$ cat src/sysclk_sel_pkg.sv
// Constants and types for the system clock source select block
// Function
// - Crystal modes count 1024 osc-in edges after power-on or wake.
// - While warm-up counts, execution is stalled and the program counter held.
// - Driven-clock mode skips warm-up; execution starts at once.
// - Driven-clock mode clocks from osc-in and frees osc-out as GPIO.
// - Logic is static; a stopped clock freezes state, restart resumes.
// - Low, mid, high gain crystal modes select amplifier gain low, mid, high.
// - RC mode drives osc-out with the RC clock divided by four.
// - RC pins-free mode keeps RC on osc-in, osc-out becomes GPIO.
// - On-chip quarter-out mode frees osc-in, osc-out carries clock divided by four.
// - On-chip all-pins mode frees both osc-in and osc-out as GPIO.
// - On-chip modes come from the mode field of config word one.
// - Software origin select bit picks external or on-chip system clock.
// - Fast 8 MHz oscillator feeds a postscaler giving seven selectable rates.
// - Slow 31 kHz oscillator is selectable through the frequency select field.
// - Fast oscillator enabled when select nonzero and origin or two-speed set.
// - A readable flag reports whether the fast oscillator is stable.
// - Any reset loads frequency select with 110, meaning 4 MHz; here only rst_i loads it, por_event_i leaves it unchanged.
// - Origin bit one routes on-chip clock; zero uses the configured mode.
// - Off-chip running flag is one on external clock, zero on on-chip.
package sysclk_sel_pkg;
    // Crystal warm-up
    localparam int WARMUP_COUNT = 1024;
    localparam int WARM_W       = 11;
    localparam int QUARTER_DIV  = 4;
    // Oscillator mode codes of config word one
    localparam logic [2:0] MODE_LOW_GAIN  = 3'h0;
    localparam logic [2:0] MODE_MID_GAIN  = 3'h1;
    localparam logic [2:0] MODE_HIGH_GAIN = 3'h2;
    localparam logic [2:0] MODE_DRIVEN    = 3'h3;
    localparam logic [2:0] MODE_ONCHIP_Q  = 3'h4;
    localparam logic [2:0] MODE_ONCHIP_IO = 3'h5;
    localparam logic [2:0] MODE_RC        = 3'h6;
    localparam logic [2:0] MODE_RC_IO     = 3'h7;
    // Amplifier gain codes
    localparam logic [1:0] GAIN_OFF  = 2'h0;
    localparam logic [1:0] GAIN_LOW  = 2'h1;
    localparam logic [1:0] GAIN_MID  = 2'h2;
    localparam logic [1:0] GAIN_HIGH = 2'h3;
    // Register map (byte addresses)
    localparam int         ADR_W     = 4;
    localparam logic [3:0] ADDR_CTRL = 4'h0;
    localparam logic [3:0] ADDR_TRIM = 4'h4;
    localparam logic [3:0] ADDR_CFG  = 4'h8;
    // Control register fields
    localparam int CTRL_FREQ_LSB    = 4;
    localparam int CTRL_OFFCHIP_BIT = 3;
    localparam int CTRL_FAST_BIT    = 2;
    localparam int CTRL_SLOW_BIT    = 1;
    localparam int CTRL_ORIGIN_BIT  = 0;
    localparam int CFG_TWO_SPEED_BIT = 3;
    localparam int FREQ_W = 3;
    localparam int TRIM_W = 5;
    localparam int POST_W = 7;
    localparam logic [2:0] FREQ_RESET  = 3'h6;
    localparam logic [2:0] FREQ_SLOW   = 3'h0;
    localparam logic [2:0] FREQ_MAX    = 3'h7;
    localparam logic       ORIGIN_RESET = 1'b0;
    localparam logic [4:0] TRIM_RESET  = 5'h00;
    // Start-up sequence states
    typedef enum logic [2:0] {
        ST_PWRUP = 3'b001,
        ST_WARM  = 3'b010,
        ST_RUN   = 3'b100
    } boot_state_t;
endpackage

$ cat src/warm_if.sv
// Interface between start-up control and crystal warm-up counter
`timescale 1ns/1ps
interface warm_if;
    logic start;
    logic edge_seen;
    logic done;
    modport ctl (output start, output edge_seen, input done);
    modport cnt (input start, input edge_seen, output done);
endinterface

$ cat src/system_clock_source_select.sv
// Top of the system clock source select block with Wishbone registers
//
// Design decisions made here: the placing of the registers and the Wishbone register port.
`timescale 1ns/1ps
module system_clock_source_select
    import sysclk_sel_pkg::*;
(
    // Clock and reset
    input  wire logic              ref_clk_i,
    input  wire logic              rst_i,
    // Wishbone classic slave
    input  wire logic              wb_cyc_i,
    input  wire logic              wb_stb_i,
    input  wire logic              wb_we_i,
    input  wire logic [ADR_W-1:0]  wb_adr_i,
    input  wire logic [3:0]        wb_sel_i,
    input  wire logic [31:0]       wb_dat_i,
    output logic      [31:0]       wb_dat_o,
    output logic                   wb_ack_o,
    // Configuration word one
    input  wire logic [2:0]        cfg_osc_mode_i,
    input  wire logic              cfg_two_speed_i,
    // Restart events
    input  wire logic              por_event_i,
    input  wire logic              wake_event_i,
    input  wire logic              powerup_delay_en_i,
    input  wire logic              powerup_delay_done_i,
    // Oscillator sources
    input  wire logic              osc_in_pin_i,
    input  wire logic              fast_osc_tick_i,
    input  wire logic              slow_osc_tick_i,
    input  wire logic              fast_osc_ready_i,
    input  wire logic              slow_osc_ready_i,
    // GPIO use of the output pin
    input  wire logic              gpio_out_i,
    input  wire logic              gpio_oe_n_i,
    // System clock and execution
    output logic                   sysclk_tick_o,
    output logic                   cpu_run_o,
    // Oscillator control
    output logic [1:0]             amp_gain_o,
    output logic                   fast_osc_en_o,
    output logic                   slow_osc_en_o,
    output logic [TRIM_W-1:0]      fast_osc_trim_o,
    // Pins
    output logic                   osc_out_pin_o,
    output logic                   osc_out_pin_oe_n_o,
    output logic                   osc_in_gpio_o,
    output logic                   osc_out_gpio_o
);
    typedef struct packed {
        boot_state_t        boot;
        logic               cfg_loaded;
        logic [2:0]         mode;
        logic               two_speed;
        logic [FREQ_W-1:0]  freq;
        logic               origin;
        logic [TRIM_W-1:0]  trim;
        logic               ack;
        logic [31:0]        dat;
        logic               in_prev;
        logic [POST_W-1:0]  post_cnt;
        logic               tick;
        logic               run;
        logic               offchip;
        logic               fast_stable;
        logic               slow_stable;
        logic               fast_en;
        logic               slow_en;
        logic [1:0]         gain;
        logic               out_pin;
        logic               out_oe_n;
        logic               in_gpio;
        logic               out_gpio;
        logic               warm_start;
    } top_state_t;

    top_state_t cur;
    top_state_t next_cur;
    logic       quarter;
    logic       osc_edge;

    warm_if warm ();

    // Crystal modes need the warm-up count
    function automatic logic is_crystal(input logic [2:0] m);
        return (m == MODE_LOW_GAIN) || (m == MODE_MID_GAIN) || (m == MODE_HIGH_GAIN);
    endfunction

    // Modes that run from the on-chip oscillators
    function automatic logic is_onchip(input logic [2:0] m);
        return (m == MODE_ONCHIP_Q) || (m == MODE_ONCHIP_IO);
    endfunction

    // Postscaler mask: 111 passes every fast tick, 001 one in 64
    function automatic logic [POST_W-1:0] post_mask(input logic [FREQ_W-1:0] f);
        return POST_W'((8'h01 << (FREQ_MAX - f)) - 8'h01);
    endfunction

    assign osc_edge       = osc_in_pin_i & ~cur.in_prev;
    assign warm.edge_seen = osc_edge;
    assign warm.start     = cur.warm_start;

    // Next state of the whole block
    always_comb begin
        logic onchip_sel;
        logic src_tick;
        logic wb_req;
        onchip_sel = 1'b0;
        src_tick   = 1'b0;
        wb_req     = 1'b0;
        next_cur   = cur;
        next_cur.warm_start = 1'b0;
        next_cur.in_prev    = osc_in_pin_i;

        // Catch configuration after reset release and on power-on
        if (!cur.cfg_loaded || por_event_i) begin
            next_cur.mode       = cfg_osc_mode_i;
            next_cur.two_speed  = cfg_two_speed_i;
            next_cur.cfg_loaded = 1'b1;
        end

        // Start-up sequence
        case (cur.boot)
            ST_PWRUP: begin
                if (cur.cfg_loaded && (!powerup_delay_en_i || powerup_delay_done_i)) begin
                    if (is_crystal(cur.mode)) begin
                        next_cur.boot       = ST_WARM;
                        next_cur.warm_start = 1'b1;
                    end else begin
                        next_cur.boot = ST_RUN;
                    end
                end
            end
            ST_WARM: begin
                if (!cur.warm_start && warm.done) begin
                    next_cur.boot = ST_RUN;
                end
            end
            ST_RUN: begin
                if (wake_event_i && is_crystal(cur.mode)) begin
                    next_cur.boot       = ST_WARM;
                    next_cur.warm_start = 1'b1;
                end
            end
            default: begin
                next_cur.boot = ST_PWRUP;
            end
        endcase
        if (por_event_i) begin
            next_cur.boot = ST_PWRUP;
        end
        next_cur.run = (next_cur.boot == ST_RUN);

        // Clock origin: on-chip when selected or configured
        onchip_sel = cur.origin || is_onchip(cur.mode);
        if (fast_osc_tick_i) begin
            next_cur.post_cnt = cur.post_cnt + 1'b1;
        end
        if (onchip_sel) begin
            if (cur.freq == FREQ_SLOW) begin
                src_tick = slow_osc_tick_i;
            end else begin
                src_tick = fast_osc_tick_i &&
                           ((cur.post_cnt & post_mask(cur.freq)) == post_mask(cur.freq));
            end
        end else begin
            src_tick = osc_edge;
        end
        // Ticks alone move the system; no tick, nothing changes
        next_cur.tick = src_tick;
        next_cur.offchip = !onchip_sel && (cur.boot == ST_RUN);

        // Oscillator enables and stable flags
        next_cur.fast_en = (cur.freq != FREQ_SLOW) &&
                           (cur.origin || cur.two_speed || is_onchip(cur.mode));
        next_cur.slow_en = ((cur.freq == FREQ_SLOW) &&
                            (cur.origin || cur.two_speed || is_onchip(cur.mode))) ||
                           powerup_delay_en_i;
        next_cur.fast_stable = fast_osc_ready_i && cur.fast_en;
        next_cur.slow_stable = slow_osc_ready_i && cur.slow_en;

        // Amplifier gain
        case (cur.mode)
            MODE_LOW_GAIN:  next_cur.gain = GAIN_LOW;
            MODE_MID_GAIN:  next_cur.gain = GAIN_MID;
            MODE_HIGH_GAIN: next_cur.gain = GAIN_HIGH;
            default:        next_cur.gain = GAIN_OFF;
        endcase

        // Pin use per mode
        next_cur.in_gpio  = 1'b0;
        next_cur.out_gpio = 1'b0;
        next_cur.out_pin  = 1'b0;
        next_cur.out_oe_n = 1'b1;
        case (cur.mode)
            MODE_DRIVEN, MODE_RC_IO: begin
                next_cur.out_gpio = 1'b1;
            end
            MODE_RC: begin
                next_cur.out_pin  = quarter;
                next_cur.out_oe_n = 1'b0;
            end
            MODE_ONCHIP_Q: begin
                next_cur.in_gpio  = 1'b1;
                next_cur.out_pin  = quarter;
                next_cur.out_oe_n = 1'b0;
            end
            MODE_ONCHIP_IO: begin
                next_cur.in_gpio  = 1'b1;
                next_cur.out_gpio = 1'b1;
            end
            default: begin
                next_cur.out_oe_n = 1'b1;
            end
        endcase
        if (next_cur.out_gpio) begin
            next_cur.out_pin  = gpio_out_i;
            next_cur.out_oe_n = gpio_oe_n_i;
        end

        // Wishbone slave: one-cycle answer, ack dropped next cycle
        wb_req       = wb_cyc_i && wb_stb_i && !cur.ack;
        next_cur.ack = wb_req;
        next_cur.dat = 32'h0000_0000;
        if (wb_req) begin
            case (wb_adr_i)
                ADDR_CTRL: begin
                    next_cur.dat[CTRL_FREQ_LSB +: FREQ_W] = cur.freq;
                    next_cur.dat[CTRL_OFFCHIP_BIT]        = cur.offchip;
                    next_cur.dat[CTRL_FAST_BIT]           = cur.fast_stable;
                    next_cur.dat[CTRL_SLOW_BIT]           = cur.slow_stable;
                    next_cur.dat[CTRL_ORIGIN_BIT]         = cur.origin;
                    if (wb_we_i && wb_sel_i[0]) begin
                        next_cur.freq   = wb_dat_i[CTRL_FREQ_LSB +: FREQ_W];
                        next_cur.origin = wb_dat_i[CTRL_ORIGIN_BIT];
                    end
                end
                ADDR_TRIM: begin
                    next_cur.dat[TRIM_W-1:0] = cur.trim;
                    if (wb_we_i && wb_sel_i[0]) begin
                        next_cur.trim = wb_dat_i[TRIM_W-1:0];
                    end
                end
                ADDR_CFG: begin
                    next_cur.dat[2:0]              = cur.mode;
                    next_cur.dat[CFG_TWO_SPEED_BIT] = cur.two_speed;
                end
                default: begin
                    next_cur.dat = 32'h0000_0000;
                end
            endcase
        end else begin
            next_cur.dat = cur.dat;
        end
    end

    // State register
    always_ff @(posedge ref_clk_i) begin
        if (rst_i) begin
            cur        <= '0;
            cur.boot   <= ST_PWRUP;
            cur.freq   <= FREQ_RESET;
            cur.origin <= ORIGIN_RESET;
            cur.trim   <= TRIM_RESET;
            cur.out_oe_n <= 1'b1;
        end else begin
            cur <= next_cur;
        end
    end

    // Warm-up counter
    crystal_warmup_counter #(
        .COUNT (WARMUP_COUNT)
    ) u_warm (
        .ref_clk_i (ref_clk_i),
        .rst_i     (rst_i),
        .warm      (warm.cnt)
    );

    // Quarter-rate clock output, held low while stalled
    quarter_clock_divider #(
        .DIV (QUARTER_DIV)
    ) u_quarter (
        .ref_clk_i (ref_clk_i),
        .rst_i     (rst_i),
        .clear_i   (~cur.run),
        .tick_i    (cur.tick),
        .quarter_o (quarter)
    );

    // Outputs straight from the state register
    assign wb_dat_o           = cur.dat;
    assign wb_ack_o           = cur.ack;
    assign sysclk_tick_o      = cur.tick;
    assign cpu_run_o          = cur.run;
    assign amp_gain_o         = cur.gain;
    assign fast_osc_en_o      = cur.fast_en;
    assign slow_osc_en_o      = cur.slow_en;
    assign fast_osc_trim_o    = cur.trim;
    assign osc_out_pin_o      = cur.out_pin;
    assign osc_out_pin_oe_n_o = cur.out_oe_n;
    assign osc_in_gpio_o      = cur.in_gpio;
    assign osc_out_gpio_o     = cur.out_gpio;

    // Edge tally during warm-up, for checking only
    logic [WARM_W-1:0] edge_tally;
    always_ff @(posedge ref_clk_i) begin
        if (rst_i || cur.warm_start) begin
            edge_tally <= '0;
        end else if (cur.boot == ST_WARM && osc_edge && !warm.done) begin
            edge_tally <= edge_tally + 1'b1;
        end
    end
endmodule // system_clock_source_select

$ cat src/crystal_warmup_counter.sv
// Counts oscillator input edges until the crystal is warmed up
`timescale 1ns/1ps
module crystal_warmup_counter
    import sysclk_sel_pkg::*;
#(
    parameter int COUNT = WARMUP_COUNT
) (
    // Clock and reset
    input wire logic ref_clk_i,
    input wire logic rst_i,
    // Control side
    warm_if.cnt      warm
);
    typedef struct packed {
        logic [WARM_W-1:0] count;
        logic              done;
    } warm_state_t;

    warm_state_t cur;
    warm_state_t next_cur;

    // Restart on start, count edges up to the full count
    always_comb begin
        next_cur = cur;
        if (warm.start) begin
            next_cur.count = '0;
            next_cur.done  = 1'b0;
        end else if (!cur.done && warm.edge_seen) begin
            next_cur.count = cur.count + 1'b1;
            if (cur.count == WARM_W'(COUNT - 1)) begin
                next_cur.done = 1'b1;
            end
        end
    end

    // State register
    always_ff @(posedge ref_clk_i) begin
        if (rst_i) begin
            cur <= '0;
        end else begin
            cur <= next_cur;
        end
    end

    assign warm.done = cur.done;
endmodule // crystal_warmup_counter

$ cat src/quarter_clock_divider.sv
// Divides the system clock tick stream into a quarter-rate square wave
`timescale 1ns/1ps
module quarter_clock_divider
    import sysclk_sel_pkg::*;
#(
    parameter int DIV = QUARTER_DIV
) (
    // Clock and reset
    input  wire logic ref_clk_i,
    input  wire logic rst_i,
    // Tick input
    input  wire logic clear_i,
    input  wire logic tick_i,
    // Divided level
    output logic      quarter_o
);
    localparam int HALF = DIV / 2;
    localparam int CW   = (HALF > 1) ? $clog2(HALF) : 1;

    typedef struct packed {
        logic [CW-1:0] cnt;
        logic          level;
    } div_state_t;

    div_state_t cur;
    div_state_t next_cur;

    // Toggle level every half period of ticks
    always_comb begin
        next_cur = cur;
        if (clear_i) begin
            next_cur = '0;
        end else if (tick_i) begin
            if (cur.cnt == CW'(HALF - 1)) begin
                next_cur.cnt   = '0;
                next_cur.level = ~cur.level;
            end else begin
                next_cur.cnt = cur.cnt + 1'b1;
            end
        end
    end

    // State register
    always_ff @(posedge ref_clk_i) begin
        if (rst_i) begin
            cur <= '0;
        end else begin
            cur <= next_cur;
        end
    end

    assign quarter_o = cur.level;
endmodule // quarter_clock_divider

$ cat config.mk
export PLATFORM = sky130hd
export DESIGN_NAME = system_clock_source_select
export DESIGN_NICKNAME = d
export VERILOG_FILES = /design/src/sysclk_sel_pkg.sv /design/src/warm_if.sv /design/src/system_clock_source_select.sv /design/src/crystal_warmup_counter.sv /design/src/quarter_clock_divider.sv
export SDC_FILE = /design/constraint.sdc
export NUM_CORES = 1
export LEC_CHECK = 0
export BUFFER_PORTS_ARGS = -buffer_cell sky130_fd_sc_hd__buf_4
export CAP_MARGIN = 20
export CORE_UTILIZATION = 40
export DETAILED_ROUTE_END_ITERATION = 10
export PLACE_DENSITY = 0.66
export SLEW_MARGIN = 20
export SYNTH_ARGS = -nofsm -noshare
export SYNTH_HDL_FRONTEND = slang
export SYNTH_SLANG_ARGS = --single-unit
$ cat constraint.sdc
create_clock -name ref_clk_i -period 2.4 [get_ports ref_clk_i]
set_clock_uncertainty 0.15 [all_clocks]
set_input_delay 0.6 -clock ref_clk_i [delete_from_list [all_inputs] [get_ports ref_clk_i]]
set_output_delay 0.6 -clock ref_clk_i [all_outputs]
set_load 0.01 [all_outputs]
==> results of run 1 <==
-- power by group --
| group | internal [mW] | leakage [nW] | switching [mW] |
|---|---|---|---|
| Clock | 0.426 | 0.0921 | 0.378 |
| Combinational | 0.0963 | 0.982 | 0.105 |
| Sequential | 1.04 | 0.496 | 0.0290 |
-- metal layers --
layer | vias to the layer above | routed length, µm
met5 | - | 0
met4 | 0 | 68
met3 | 6 | 292
met2 | 52 | 2715
met1 | 1032 | 2598
li1 | 1127 | -
-- synthesized netlist by cell type (all sizes together), types with 5 or more instances --
library cell,number
and3,6
dfxtp,61
nand4,7
a21oi,14
mux2i,18
nand2,10
nor3,6
a22oi,6
nor2,47
xnor2,5
inv,6
xor2,14
buf,51
-- flip-flops by register name, summed over array words and instances (netlist names), 2 cells and up --
name             flops
amp_gain_o           2
fast_osc_trim_o      5
wb_dat_o             7
cur                 23
u_warm.cur          11
-- metrics by stage --
step	setup WS, ns	std cells
after CTS	0.4560	463
after global placement	0.5344	447
after floorplan	0.7672	349
after detailed placement	0.4768	447
final	0.4409	463
after global routing	0.2769	463
-- area by class of cell --
type	count	area (µm²)	share of cell area (%)
timing repair buffer	54	405.4	11.69
tap	99	123.9	3.573
sequential	61	1221	35.22
inverter	6	22.52	0.6496
multi-input combinational	227	1516	43.74
clock inverter	4	22.52	0.6496
clock buffer	12	155.1	4.475
-- cell families (layout without fill, tap and decap cells) --
family | after synthesis | in the layout
compound gates | 44 | 44
xor+xnor | 19 | 19
fa+ha+maj | 3 | 3
buf+inv | 61 | 76
flops | 61 | 61
mux | 19 | 19
other cells | 1 | 25
simple gates | 117 | 117
-- critical path, stage by stage, from the launching register on --
cell,delay [ns]
dfxtp_1,0.60
nand3_1,0.14
ha_1,0.29
nor4b_1,0.27
a31oi_1,0.07
a21oi_1,0.19
o32ai_1,0.11
-- how the worst min path moves through the flow --
| stage | depth (start not counted) | end | slack, ns |
|---|---|---|---|
| final | 2 | u_quarter.cur[1] | 0.33 |
| after floorplan | 2 | wb_dat_o[4] | 0.31 |
| after global routing | 3 | osc_out_pin_oe_n_o | 0.33 |
| after global placement | 2 | u_quarter.cur[1] | 0.32 |
| after detailed placement | 2 | u_quarter.quarter_o | 0.32 |
| after CTS | 3 | osc_out_pin_oe_n_o | 0.32 |
==> flow_metrics.tcl, run 1 <==
set metrics [dict create \
    ys_seq_elements 61 \
    numCtsBuffers 9 \
    finalMaxSlewViolations 0 \
    io-pin-count 108 \
    place_area_mm2 0.003289 \
    drive_above_1_share_pct 24.18 \
    grt_max_degree 44 \
    netlist_instances 325 \
    ys.flop_type "dfxtp_1" \
    synth.mux.area_fraction_pct 6.245 \
    cp.arrival_ns 1.99 \
    antenna_found_initial 0 \
    crit_end "sysclk_tick_o" \
    synth_cell_types 64 \
    hold_start "cpu_run_o" \
    ctsResizeCount 0 \
    clock_sinks 61 \
    drv_cap 0 \
    met1_usage_pct 17.77 \
    grt_pass1_wl_um 9045 \
    status "complete, no violations" \
    power_density_mw_per_mm2 598.2 \
    htreeDepth 3 \
    synth_compound_area_share_pct 10.33 \
    critPathLaunchType "register" \
    synth_top_family_by_area "simple AND/OR/NAND/NOR gates" \
    synth_area_leaders "dfxtp_1 40%, buf_4 9.8%, mux2i_1 5.9%, nor2_1 5.6%, xor2_1 4.0%" \
    wire_per_inst_um 12.25 \
    start_util_pct 41.82 \
    min_period_over_period_pct 81.63 \
    grt_overflow 0 \
    grt.total_usage_pct 14.98 \
    routabilityCongestion 0.7346 \
    finalCriticalPeriod_ns 1.959 \
    grt_pass1_vias 2008 \
    firstDrtPassIters 4 \
    synth_xor_area_share_pct 5.429 \
    fin_util_pct 47.29 \
    coreArea_mm2 0.007331 \
    r2r_end "sysclk_tick_o" \
    cp-startpoint "cur[62]" \
    hp-class "register to register" \
    synth_seq_area_share_pct 39.84 \
    synth_top_area_share_pct 39.84 \
    antennaDiodeCount 0 \
    setup_tns_ns 0 \
    viasPerCell 4.788 \
    die_w_um 89.54 \
    chipHeight_um 89.54 \
    cts-hold-fix-buffers 0 \
    final-setup-viol-count 0 \
    p_leak_nw 1.570 \
    nets 422 \
    ys.warnings.count 0 \
    dr.first_iter.drc_count 159 \
    gr-usage-met2_pct 25.07 \
    required_ns 2.44 \
    yosys.area_share.adder_pct 1.224 \
    synthSimpleGateAreaFrac_pct 23.18 \
    final_common_cell "dfxtp_1" \
    async_flop_share_pct 0 \
    wl_um 5674 \
    grt-busiest-layer "met2" \
    peakVddDrop_v 0.0002590 \
    timing.rr.start "cur[62]" \
    clkTransAtPathRegs_ns 0.07 \
    gr-usage-met3_pct 4.986 \
    fmax_mhz 510.4 \
    rr_worst_depth 6 \
    final_cell_mix "61 x dfxtp_1, 54 x buf_4, 46 x nor2_1, 25 x conb_1, 18 x mux2i_1" \
    drc 0 \
    p_total_mw 2.074 \
    avgSynthCellArea_um2 9.432 \
    rows 31 \
    clk_latency_ns 0.33 \
    worstSetupPathType "register to register" \
    crit_fanout 14 \
    clockRootBuffer "clkbuf_8" \
    cts_buffer_depth 2 \
    cts_tree "yes" \
    crit_path_end_kind "register" \
    nFillCells 708 \
    cts_setup_buffers 0 \
    holdWs_ns 0.3292 \
    reg2reg_setup_slack_ns 0.44 \
    synth-edff-count 0 \
    dp_hpwl_um 4085 \
    syn-cell-area_mm2 0.003065 \
    ant_nets 0 \
    route.vias.total 2217 \
    finalHoldViolations 0 \
    numPortBuffers 54 \
    synth_largest_area_cell "dfxtp_1" \
    rsz0062_at_grt "no" \
    dieArea_mm2 0.008017 \
    finalInstanceArea_mm2 0.003467 \
    syn_to_final_growth_pct 13.10 \
]
(Power assumes the default switching activity.)
==> run 2, diff against run 1 <==
ABC_AREA = 1   (was unset)
PLACE_DENSITY = 0.69   (was 0.66)
clock period = 1.7 ns   (was 2.4 ns; I/O delays follow)
==> run 2 against run 1 <==
  * Register-to-register slack lost 0.28 ns
  * Non-clock buffer count grew 12
  * Critical endpoint unchanged
  * Largest cell class unchanged
  * Critical path depth grew 2
  * Cell count grew 24%
  * Final area grew 5.3%
==> flow_metrics.tcl, run 2 <==
set metrics [dict create \
    synth_seq_area_share_pct 40.41 \
    p_seq_share_pct 44.7 \
    drive_above_1_share_pct 22.62 \
    wl_um 6113 \
    cts_setup_buffers 0 \
    syn_to_final_growth_pct 20.79 \
    synth_cell_types 38 \
    synth_area_leaders "dfxtp_1 40%, nand2_1 10%, buf_4 9.7%, nor2_1 6.7%, inv_1 5.8%" \
    setup_tns_ns 0 \
    p_int_mw 2.595 \
    viasPerCell 4.554 \
    numCtsBuffers 9 \
    clk_latency_ns 0.34 \
    cts_tree "yes" \
    coreArea_mm2 0.007292 \
    cts_buffer_depth 2 \
    rows 31 \
    grt_pass1_wl_um 9867 \
    ant_nets 0 \
    largest_register_ffs 23 \
    ys_top_cells_by_count "81 x nand2_1, 61 x dfxtp_1, 54 x nor2_1, 47 x inv_1, 39 x buf_4" \
    stdcell_count 572 \
    synth-edff-count 0 \
    worstSetupPathType "register to register" \
    grt_max_degree 13 \
    chipHeight_um 88.92 \
    numPortBuffers 54 \
    ys_seq_elements 61 \
    io-pin-count 108 \
    antennaDiodeCount 0 \
    synth_largest_area_cell "dfxtp_1" \
    met1_usage_pct 20.18 \
    grt.total_usage_pct 16.61 \
    p_clk_share_pct 45.8 \
    p_leak_nw 1.690 \
    final_common_cell "nand2_1" \
    final-setup-viol-count 0 \
    place_area_mm2 0.003400 \
    status "complete, no violations" \
    synth_top_area_share_pct 40.41 \
    syn-cell-area_mm2 0.003022 \
    grt_pass1_vias 2280 \
    routabilityCongestion 0.8219 \
    pre_cts_ws_ns 0.08120 \
    avgSynthCellArea_um2 7.299 \
    critPathLaunchType "register" \
    pwr-share-comb_pct 9.5 \
    clock_sinks 61 \
    fmax_mhz 651.6 \
    finalCriticalPeriod_ns 1.535 \
    drv_cap 0 \
    gr-usage-met3_pct 5.078 \
    ctsResizeCount 0 \
    p_total_mw 3.373 \
    final_cell_mix "81 x nand2_1, 66 x buf_4, 58 x dfxtp_1, 54 x nor2_1, 47 x inv_1" \
    grt_overflow 0 \
    firstDrtPassIters 4 \
    netlist_instances 414 \
    dp_cells 556 \
    required_ns 1.82 \
    clockRootBuffer "clkbuf_8" \
    nets 531 \
    dr.first_iter.drc_count 114 \
    dp_hpwl_um 4778 \
    min_period_over_period_pct 90.27 \
    drc 0 \
    wire_per_inst_um 10.69 \
    switching_share_pct 23.08 \
    p_switching_mw 0.7783 \
    grt-busiest-layer "met2" \
    yosysMostFrequentCell "nand2_1" \
    async_flop_share_pct 0 \
    antenna_found_initial 0 \
    finalInstanceArea_mm2 0.003650 \
    crit_fanout 6 \
    cp.arrival_ns 1.65 \
    cts-hold-fix-buffers 0 \
    die_w_um 88.92 \
    finalMaxSlewViolations 0 \
    fin_ws_ns 0.1654 \
    crit_path_end_kind "register" \
    ys.flop_type "dfxtp_1" \
    htreeDepth 3 \
    hp-class "input pin to register" \
    ys.warnings.count 0 \
    start_util_pct 41.44 \
    dieArea_mm2 0.007906 \
    gr-usage-met2_pct 26.57 \
    rsz0062_at_grt "no" \
    peakVddDrop_v 0.0003874 \
    regMostFlops "cur" \
    clkTransAtPathRegs_ns 0.07 \
    route.vias.total 2605 \
    power_density_mw_per_mm2 924.2 \
    finalHoldViolations 0 \
]
-- run 2: cells by family after synthesis --
kind of cell | Yosys count | synth area share (%)
other | 1 | 0.1241
and+or+nand+nor | 187 | 28.86
AOI/OAI and AO/OA | 63 | 11.80
DFF | 61 | 40.41
buffers and inverters | 99 | 17.56
adders and majority gates | 3 | 1.242
-- run 2: through the flow --
step	hold slack, ns	util (%)
after floorplan	0.2911	-
after global placement	0.2997	46.62
after detailed placement	0.3025	46.62
after CTS	0.1142	49.97
after global routing	0.1454	50.05
final	0.1331	50.05
-- run 2: area by class of cell --
| cell class | instances | area [µm²] |
|---|---|---|
| fillers | 739 | 3642 |
| clock buffers | 13 | 178.9 |
| inverters | 52 | 198.9 |
| multi-input cells | 278 | 1363 |
| repair buffers | 66 | 495.5 |
| clock inverters | 3 | 65.06 |
| well taps | 99 | 123.9 |
| flip-flops and latches | 61 | 1225 |
-- run 2: worst paths after layout --
check	start	slack (ns)	cells past startpoint	to
worst max-delay path	cur[62]	0.17	8	sysclk_tick_o
worst min-delay path	gpio_out_i	0.13	3	osc_out_pin_o
worst min register to register	fast_osc_en_o	0.30	2	cur[10]
worst max register to register	cur[62]	0.17	8	sysclk_tick_o
-- run 2: power groups by stage --
stage	clock network (mW)	registers (mW)	logic (mW)
5_1_grt	1.64	1.51	0.361
4_1_cts	1.59	1.51	0.321
6_report	1.55	1.51	0.320
3_3_place_gp	0	1.54	0.315
3_5_place_dp	0	1.54	0.320
2_1_floorplan	0	1.54	0.233
-- run 2: per-layer routing --
metal | vias up | routed length [µm]
met5 | - | 0
met4 | 0 | 69
met3 | 4 | 300
met2 | 71 | 2944
met1 | 1162 | 2798
li1 | 1368 | -
-- run 2: critical path: stages, from the launching register on --
cell,delay (ns)
dfxtp_2,0.38
nand3_1,0.11
ha_1,0.29
nor2_1,0.04
nor2_1,0.08
nand3_1,0.07
nor2_1,0.09
nand4_1,0.11
a21oi_1,0.15
